### src/sic_consts.vh
// constants for the status indicator configuration block
// Functional notes
// - indicator one source resets to speed
// - codes 1-3 show stretched transmit, receive, collision
// - code 5 duplex, code 7 stretched activity
// - code 8 forces on, 9 forces off
// - code 10 blinks fast, 11 slow
// - indicator two source resets to link
// - indicator three resets to receive; 15 unused
// - codes 12-14 show combined stretched displays
// - link held solid on as primary
// - receive or activity event toggles indicator
// - full duplex solid, collision toggles indicator
// - period field 30/60/100 ms, resets 00
// - global stretch enable resets 1, gates stretching
// - combined displays stretched regardless of enable
`ifndef SIC_CONSTS_VH
`define SIC_CONSTS_VH

`define SIC_OFS_CFG 8'h14
`define SIC_OFS_STAT 8'h18
`define SIC_CFG_RESET 16'h0422
`define SIC_CFG_WMASK 16'hFFFE
`define SIC_IND1_HI 15
`define SIC_IND1_LO 12
`define SIC_IND2_HI 11
`define SIC_IND2_LO 8
`define SIC_IND3_HI 7
`define SIC_IND3_LO 4
`define SIC_PER_HI 3
`define SIC_PER_LO 2
`define SIC_STR_EN_BIT 1

`define SIC_SRC_SPEED 4'h0
`define SIC_SRC_TX 4'h1
`define SIC_SRC_RX 4'h2
`define SIC_SRC_COL 4'h3
`define SIC_SRC_LINK 4'h4
`define SIC_SRC_DUPLEX 4'h5
`define SIC_SRC_UNUSED6 4'h6
`define SIC_SRC_ACT 4'h7
`define SIC_SRC_ON 4'h8
`define SIC_SRC_OFF 4'h9
`define SIC_SRC_FAST 4'hA
`define SIC_SRC_SLOW 4'hB
`define SIC_SRC_LINK_RX 4'hC
`define SIC_SRC_LINK_ACT 4'hD
`define SIC_SRC_DUP_COL 4'hE
`define SIC_SRC_UNUSED15 4'hF

`define SIC_PER_30 2'h0
`define SIC_PER_60 2'h1
`define SIC_PER_100 2'h2

`define SIC_CLK_KHZ 200000
`define SIC_T30_MS 30
`define SIC_T60_MS 60
`define SIC_T100_MS 100
`define SIC_FAST_HALF_MS 25
`define SIC_SLOW_HALF_MS 100
`define SIC_CNT_W 25
`define SIC_T30_CYC 25'h05B8D80
`define SIC_T60_CYC 25'h0B71B00
`define SIC_T100_CYC 25'h1312D00
`define SIC_FAST_HALF_CYC 25'h04C4B40
`define SIC_SLOW_HALF_CYC 25'h1312D00

`endif

### src/sic_stretch.v
// event stretcher: holds an event for a programmable number of cycles
`timescale 1ns/1ps
module sic_stretch (
  input wire clk,
  input wire rst_n,
  input wire ce,
  input wire evt,
  input wire [24:0] period,
  output wire held
);
  reg [24:0] cnt_r;
  reg [24:0] cnt_nxt;

  always @* begin
    cnt_nxt = cnt_r;
    if (evt) begin
      cnt_nxt = period;
    end else if (cnt_r != 25'h0000000) begin
      cnt_nxt = cnt_r - 25'h0000001;
    end
  end

  always @(posedge clk or negedge rst_n) begin
    if (!rst_n) begin
      cnt_r <= 25'h0000000;
    end else if (ce) begin
      cnt_r <= cnt_nxt;
    end
  end

  // active during the event and until the count runs out
  assign held = evt | (cnt_r != 25'h0000000);
endmodule

### src/sic_top.v
// status indicator configuration register and indicator drivers
//
// The implementer's own choice: strobed register access.
`timescale 1ns/1ps
`include "sic_consts.vh"
module sic_top #(
  parameter [24:0] STRETCH_30_CYC = `SIC_T30_CYC,
  parameter [24:0] STRETCH_60_CYC = `SIC_T60_CYC,
  parameter [24:0] STRETCH_100_CYC = `SIC_T100_CYC,
  parameter [24:0] FAST_HALF_CYC = `SIC_FAST_HALF_CYC,
  parameter [24:0] SLOW_HALF_CYC = `SIC_SLOW_HALF_CYC
) (
  input wire clk,
  input wire rst_n,
  input wire ce,
  input wire [7:0] addr,
  input wire [15:0] wdata,
  input wire wr,
  input wire rd,
  output wire [15:0] rdata,
  input wire speed_100,
  input wire link_up,
  input wire full_duplex,
  input wire tx_evt,
  input wire rx_evt,
  input wire col_evt,
  output wire ind1_on,
  output wire ind2_on,
  output wire ind3_on
);
  reg [15:0] cfg_r;
  reg [15:0] cfg_nxt;
  reg [15:0] rdata_r;
  reg [15:0] rdata_nxt;
  reg [24:0] fast_cnt_r;
  reg [24:0] fast_cnt_nxt;
  reg [24:0] slow_cnt_r;
  reg [24:0] slow_cnt_nxt;
  reg fast_r;
  reg fast_nxt;
  reg slow_r;
  reg slow_nxt;
  reg ind1_r;
  reg ind2_r;
  reg ind3_r;
  reg [24:0] period;
  wire [3:0] src1;
  wire [3:0] src2;
  wire [3:0] src3;
  wire [1:0] per_sel;
  wire str_en;
  wire act_evt;
  wire tx_held;
  wire rx_held;
  wire col_held;
  wire act_held;
  wire tx_show;
  wire rx_show;
  wire col_show;
  wire act_show;
  wire link_rx_show;
  wire link_act_show;
  wire dup_col_show;
  wire [15:0] disp;
  wire ind1_nxt;
  wire ind2_nxt;
  wire ind3_nxt;

  // picks the display value for one source code
  function sic_pick;
    input [3:0] code;
    input [15:0] vec;
    begin
      sic_pick = vec[code];
    end
  endfunction

  // register file fields
  assign src1 = cfg_r[`SIC_IND1_HI:`SIC_IND1_LO];
  assign src2 = cfg_r[`SIC_IND2_HI:`SIC_IND2_LO];
  assign src3 = cfg_r[`SIC_IND3_HI:`SIC_IND3_LO];
  assign per_sel = cfg_r[`SIC_PER_HI:`SIC_PER_LO];
  assign str_en = cfg_r[`SIC_STR_EN_BIT];

  // configuration register write
  always @* begin
    cfg_nxt = cfg_r;
    if (wr && (addr == `SIC_OFS_CFG)) begin
      cfg_nxt = wdata & `SIC_CFG_WMASK;
    end
  end

  // one cycle read data, zero for unmapped addresses
  always @* begin
    rdata_nxt = 16'h0000;
    if (rd) begin
      case (addr)
        `SIC_OFS_CFG: begin
          rdata_nxt = cfg_r;
        end
        `SIC_OFS_STAT: begin
          rdata_nxt[0] = ind1_r;
          rdata_nxt[1] = ind2_r;
          rdata_nxt[2] = ind3_r;
          rdata_nxt[4] = speed_100;
          rdata_nxt[5] = link_up;
          rdata_nxt[6] = full_duplex;
          rdata_nxt[8] = tx_held;
          rdata_nxt[9] = rx_held;
          rdata_nxt[10] = col_held;
          rdata_nxt[11] = act_held;
          rdata_nxt[12] = fast_r;
          rdata_nxt[13] = slow_r;
        end
        default: begin
          rdata_nxt = 16'h0000;
        end
      endcase
    end
  end

  always @(posedge clk or negedge rst_n) begin
    if (!rst_n) begin
      cfg_r <= `SIC_CFG_RESET;
      rdata_r <= 16'h0000;
    end else if (ce) begin
      cfg_r <= cfg_nxt;
      rdata_r <= rdata_nxt;
    end
  end

  assign rdata = rdata_r;

  // stretch period select, reserved code falls back to the shortest
  always @* begin
    case (per_sel)
      `SIC_PER_30: begin
        period = STRETCH_30_CYC;
      end
      `SIC_PER_60: begin
        period = STRETCH_60_CYC;
      end
      `SIC_PER_100: begin
        period = STRETCH_100_CYC;
      end
      default: begin
        period = STRETCH_30_CYC;
      end
    endcase
  end

  // free-running blink dividers
  always @* begin
    fast_cnt_nxt = fast_cnt_r + 25'h0000001;
    fast_nxt = fast_r;
    if (fast_cnt_r >= FAST_HALF_CYC - 25'h0000001) begin
      fast_cnt_nxt = 25'h0000000;
      fast_nxt = ~fast_r;
    end
  end

  always @* begin
    slow_cnt_nxt = slow_cnt_r + 25'h0000001;
    slow_nxt = slow_r;
    if (slow_cnt_r >= SLOW_HALF_CYC - 25'h0000001) begin
      slow_cnt_nxt = 25'h0000000;
      slow_nxt = ~slow_r;
    end
  end

  always @(posedge clk or negedge rst_n) begin
    if (!rst_n) begin
      fast_cnt_r <= 25'h0000000;
      slow_cnt_r <= 25'h0000000;
      fast_r <= 1'b0;
      slow_r <= 1'b0;
    end else if (ce) begin
      fast_cnt_r <= fast_cnt_nxt;
      slow_cnt_r <= slow_cnt_nxt;
      fast_r <= fast_nxt;
      slow_r <= slow_nxt;
    end
  end

  // activity is receive or transmit
  assign act_evt = rx_evt | tx_evt;

  // event stretchers, always running so combined displays can use them
  sic_stretch u_tx (
    .clk(clk),
    .rst_n(rst_n),
    .ce(ce),
    .evt(tx_evt),
    .period(period),
    .held(tx_held)
  );

  sic_stretch u_rx (
    .clk(clk),
    .rst_n(rst_n),
    .ce(ce),
    .evt(rx_evt),
    .period(period),
    .held(rx_held)
  );

  sic_stretch u_col (
    .clk(clk),
    .rst_n(rst_n),
    .ce(ce),
    .evt(col_evt),
    .period(period),
    .held(col_held)
  );

  sic_stretch u_act (
    .clk(clk),
    .rst_n(rst_n),
    .ce(ce),
    .evt(act_evt),
    .period(period),
    .held(act_held)
  );

  // single-event displays follow the global enable
  assign tx_show = str_en ? tx_held : tx_evt;
  assign rx_show = str_en ? rx_held : rx_evt;
  assign col_show = str_en ? col_held : col_evt;
  assign act_show = str_en ? act_held : act_evt;

  // combined displays use the stretched events unconditionally
  assign link_rx_show = link_up ^ rx_held;
  assign link_act_show = link_up ^ act_held;
  assign dup_col_show = full_duplex ^ col_held;

  // display value for every source code
  assign disp[`SIC_SRC_SPEED] = speed_100;
  assign disp[`SIC_SRC_TX] = tx_show;
  assign disp[`SIC_SRC_RX] = rx_show;
  assign disp[`SIC_SRC_COL] = col_show;
  assign disp[`SIC_SRC_LINK] = link_up;
  assign disp[`SIC_SRC_DUPLEX] = full_duplex;
  assign disp[`SIC_SRC_UNUSED6] = 1'b0;
  assign disp[`SIC_SRC_ACT] = act_show;
  assign disp[`SIC_SRC_ON] = 1'b1;
  assign disp[`SIC_SRC_OFF] = 1'b0;
  assign disp[`SIC_SRC_FAST] = fast_r;
  assign disp[`SIC_SRC_SLOW] = slow_r;
  assign disp[`SIC_SRC_LINK_RX] = link_rx_show;
  assign disp[`SIC_SRC_LINK_ACT] = link_act_show;
  assign disp[`SIC_SRC_DUP_COL] = dup_col_show;
  assign disp[`SIC_SRC_UNUSED15] = 1'b0;

  // per-indicator selection
  assign ind1_nxt = sic_pick(src1, disp);
  assign ind2_nxt = sic_pick(src2, disp);
  assign ind3_nxt = sic_pick(src3, disp);

  // registered lamp drives
  always @(posedge clk or negedge rst_n) begin
    if (!rst_n) begin
      ind1_r <= 1'b0;
      ind2_r <= 1'b0;
      ind3_r <= 1'b0;
    end else if (ce) begin
      ind1_r <= ind1_nxt;
      ind2_r <= ind2_nxt;
      ind3_r <= ind3_nxt;
    end
  end

  assign ind1_on = ind1_r;
  assign ind2_on = ind2_r;
  assign ind3_on = ind3_r;
endmodule

### config.mk
export PLATFORM = sky130hd
export DESIGN_NAME = sic_top
export DESIGN_NICKNAME = d
export VERILOG_FILES = /design/src/sic_stretch.v /design/src/sic_top.v
export VERILOG_INCLUDE_DIRS = /design/src
export SDC_FILE = /design/constraint.sdc
export NUM_CORES = 1
export LEC_CHECK = 0
export ABC_AREA = 1
export BUFFER_PORTS_ARGS = -buffer_cell sky130_fd_sc_hd__buf_2
export CAP_MARGIN = 20
export CORE_MARGIN = 4
export CORE_UTILIZATION = 60
export CTS_CLUSTER_DIAMETER = 200
export DETAILED_ROUTE_END_ITERATION = 8
export PLACE_DENSITY_LB_ADDON = 0.25
export SYNTH_ARGS = -nofsm -noshare
export SYNTH_HDL_FRONTEND = slang
export SYNTH_SLANG_ARGS = --single-unit
### constraint.sdc
create_clock -name clk -period 2.3 [get_ports clk]
set_input_delay 0.345 -clock clk [delete_from_list [all_inputs] [get_ports clk]]
set_output_delay 0.345 -clock clk [all_outputs]
set_load 0.01 [all_outputs]
==> run summary <==
The run finished with clean final reports. The remaining routing DRC violations came out at 0. The worst hold path terminates at cfg_r[1]. The maximum fanout encountered on the critical timing path came out at 17. The initial DRC count is just over 800. The clock insertion delay at the later pin of the skew report came out at around 0.43 ns. Counting the buffers created by CTS gives 17. The first-pass iteration count of the detailed router is 8. The tool flagged a number of max-cap violations equal to 0.

The buffer levels on the longest clock path came out at 2. The number of cells in the design after placement is about 1,800. The worst setup skew after layout is 0.0118 ns. The switching share of power is between 30% and 40%. The first-pass GRT wire length came out at 46,900 um. Setup repair after global routing could not meet its margin everywhere.

The internal power is between 6 and 7 mW. The clock network accounts for roughly 35% of the total power. The clock-pin slew on the worst setup and hold paths is 0.08 ns. The count of final hold-check violations came out at 0. The worst setup path is of the reg -> reg kind. The floorplan has 49 rows. The number of flops mapped to enable cells by yosys is 0. The portion of the post-synthesis area used by sequential elements is a little over two fifths. The startpoint identified for the worst register-to-register timing path is u_rx.cnt_r[7]. The transition time at the pin with the least slew margin came out at a little over 0.6 ns. The setup slack of the most critical reg-to-reg path is between 0.15 and 0.2 ns.

The overall fraction of global-route tracks in use is between 20 and 30%. The via count of the first global-routing pass was between 9,000 and 10,000. The warning count from the yosys run is 0. Detailed routing inserted a total of between 10,000 and 15,000 vias.

Setup slack closes at roughly 0.17 ns. After the last flow step, the layout net total stands at approximately 1,600. The number of I/O pins is 54. The antenna violation net count after detailed routing came out at 0.

For this configuration, the core starts out at a cell density of between 60% and 70%. The worst hold path passes through 3 cells. The upper clock frequency limit came out at roughly 470 MHz. The flip-flop and latch area came out at 4660 um^2. The number of standard cells after synthesis came out at roughly 1,500. The sum of net half-perimeters after detailed placement came out at ~20,000 um. The worst vdd rail ir drop came out at 510 uV. The tightest hold margin is between 0.15 and 0.2 ns. The total setup violations reported at the end of the flow came out at 0.

The fraction of synthesis flops using an asynchronous set or reset pin came out at 100%. The headroom to the max-slew limit came out at 59.1%. The number of max-slew violations in the final report is 0. The minimum clock period is 2.13 ns. The quantity of I/O buffers inserted on ports is 52. The worst setup path is launched from a register. Using the TritonRoute via totals, the vias-per-cell ratio works out to approximately 5.7. The endpoint identified for the worst register-to-register timing path is u_rx.cnt_r[20].

The data required time at the worst endpoint is 2.61 ns. The path class of the tightest hold or removal check is in -> reg. The routed wire length per instance came out at ~15 um. The height of the die is between 100 and 150 um. 0 antenna diodes ended up in the layout. The synthesized netlist net count came out at ~1,600. At the placement stage, the worst setup path has a slack of about 0.17 ns. The maximum level of the CTS H-tree came out at 4. The tree is rooted in a clkbuf_16. The sequential group share of total power is between 40% and 50%. The kind of end point of the critical path is a register. The flop and latch count out of synthesis came out at roughly 190. The floorplan die area came out at between 20,000 and 25,000 um^2. TritonCTS built the clock tree. Summing all multi-input logic gate instances after layout gives approximately 5600 um^2.

The number of antenna violations at the first check in global routing came to 0. Summed over all nets, the switching power comes to ~3 mW. The arrival time at the worst endpoint came out at around 2.5 ns. The area growth from synthesis to layout is 10.8%. The clock net in this run drives a total of between 150 and 200 sinks. The pin count of the biggest net entering global routing is 67. The filler cell count came out at 1,488. The most used flip-flop cell after synthesis is dfrtp_1. The combinational cell fraction of total power is around a fifth.

In this run the power density over the cells is roughly 750 nW/um^2. The average cell area after synthesis came out at between 7 and 8 um^2. The routed wire length came out at between 20,000 and 30,000 um. The count of cells in the finished layout, fillers not included, comes to 1,805.

Dividing the final minimum period by the clock period gives between 90% and 100%. In the final layout, the share of cells above drive strength 1 is 12.2%. Summed over all cells, the static leakage comes to between 5 and 6 nW. The die is approximately 140 um wide. The mapped cell area came out at 11,200 um^2. In this run the most critical hold path is launched from wdata[1]. The number of cells on the worst reg-to-reg path is 10. The weighted congestion reported at the end of routability-driven placement came out at 0.952. The floorplan core area came out at ~18,000 um^2.

The netlist uses 52 different library cells. The residual overflow from global routing came out at 0.
==> state kept, by name, indices dropped and copies added, names as in the netlist <==
name,cells
slow_cnt_r,25
rdata,16
u_rx.cnt_r,25
cfg_r,15
u_tx.cnt_r,25
fast_r,1
ind1_on,1
u_col.cnt_r,25
ind3_on,1
ind2_on,1
fast_cnt_r,25
u_act.cnt_r,25
slow_r,1
==> kinds of logic (layout without fill, tap and decap cells) <==
group / after synthesis / in the layout / synth area share [%]
simple gates: 756 / 756 / 31.2
fa+ha+maj: 14 / 14 / 1.57
compound gates: 253 / 253 / 12.7
xor+xnor: 54 / 54 / 4.23
buf+inv: 241 / 311 / 8.46
mux: 2 / 2 / 0.201
flops: 186 / 186 / 41.7
==> cells in the final DEF, fill, tap and decap left out, types with 17 or more instances in the layout <==
cell and instances:
nand2_1 289, nand4_1 31, nor3_1 32, nor2_1 217, nor2_2 20, inv_1 187
dfrtp_1 183, a22oi_1 25, inv_2 19, nand3_1 98, xor2_1 44, a21oi_1 86
buf_2 51, o21ai_0 85, clkbuf_16 17
==> worst max-delay path, stage by stage, from the launching register on <==
cell     delay (ns)
dfrtp_1        0.42
nor2_1         0.26
nand3_1        0.14
nor2_1         0.24
nand2_2        0.21
nand2_8        0.18
inv_2          0.15
nand2_4        0.14
inv_2          0.08
a21oi_1        0.10
o21ai_0        0.08
==> through the flow <==
stage | setup TNS [ns] | power [mW] | utilization (%) | instance area, um^2
2_1_floorplan | 0 | 5.50 | - | 11200
3_3_place_gp | 0 | 5.96 | 64.6 | 11700
3_5_place_dp | 0 | 6.04 | 64.6 | 11700
4_1_cts | 0 | 9.27 | 68.2 | 12400
5_1_grt | -0.00575 | 9.79 | 68.2 | 12400
6_report | 0 | 9.25 | 68.2 | 12400
==> routing by layer <==
layer  wire length, um  share of wire [%]  up-vias  global-route usage (%)
li1                  -                  -     5045                       -
met1             12300                 44     4831                    39.0
met2             13100                 47      380                    44.0
met3              2000                7.2       46                    5.09
met4               535                1.9        0                    8.59
met5                 0                  0        -                       0
==> power groups by stage <==
stage	Clock (mW)	Sequential, mW	Combinational [mW]
after floorplan	0	4.04	1.47
after global placement	0	4.11	1.85
after detailed placement	0	4.12	1.92
after CTS	3.25	4.07	1.95
after global routing	3.42	4.14	2.23
final	3.20	4.08	1.96
==> how the worst max path moves through the flow <==
stage	from	end	slack, ns	cells past startpoint
after floorplan	u_act.cnt_r[0]	u_act.cnt_r[16]	0.55	12
after global placement	u_rx.cnt_r[0]	u_rx.cnt_r[20]	0.19	13
after detailed placement	u_rx.cnt_r[0]	u_rx.cnt_r[20]	0.17	13
after CTS	u_rx.cnt_r[0]	u_rx.cnt_r[20]	0.15	13
after global routing	u_rx.cnt_r[0]	u_rx.cnt_r[11]	-0.006	13
final	u_rx.cnt_r[7]	u_rx.cnt_r[20]	0.17	10
==> cell usage after synthesis, drive strengths merged, types with 10 or more instances <==
cell      n  area [um^2]
nand3   106          578
inv     207          780
nor3     41          263
o21ai   101          505
nor4     11         75.1
ha       14          175
a22oi    25          188
clkbuf   14         52.6
xor2     44          385
dfrtp   183         4580
buf      17          103
xnor2    10         87.6
nand2   303         1200
nor2    244         1020
a21oi    87          439
o22ai    12         75.1
nand4    32          206
==> repair_timing <==
action,CTS,global route
endpoints found under the setup margin,0,4
hold buffers,1,0
gates resized for setup,0,2
buffers inserted,0,0
hold endpoints to repair,62,0
==> final cells by class <==
cell class              count  share of cell area, %
multi-input cells        1079                   45.1
flip-flops and latches    186                   37.6
inverters                 210                   6.39
clock buffers              17                   3.44
repair buffers             69                   3.43
well taps                 229                   2.31
clock inverters            15                   1.70
Note: power is estimated with default switching activity, not from simulation.
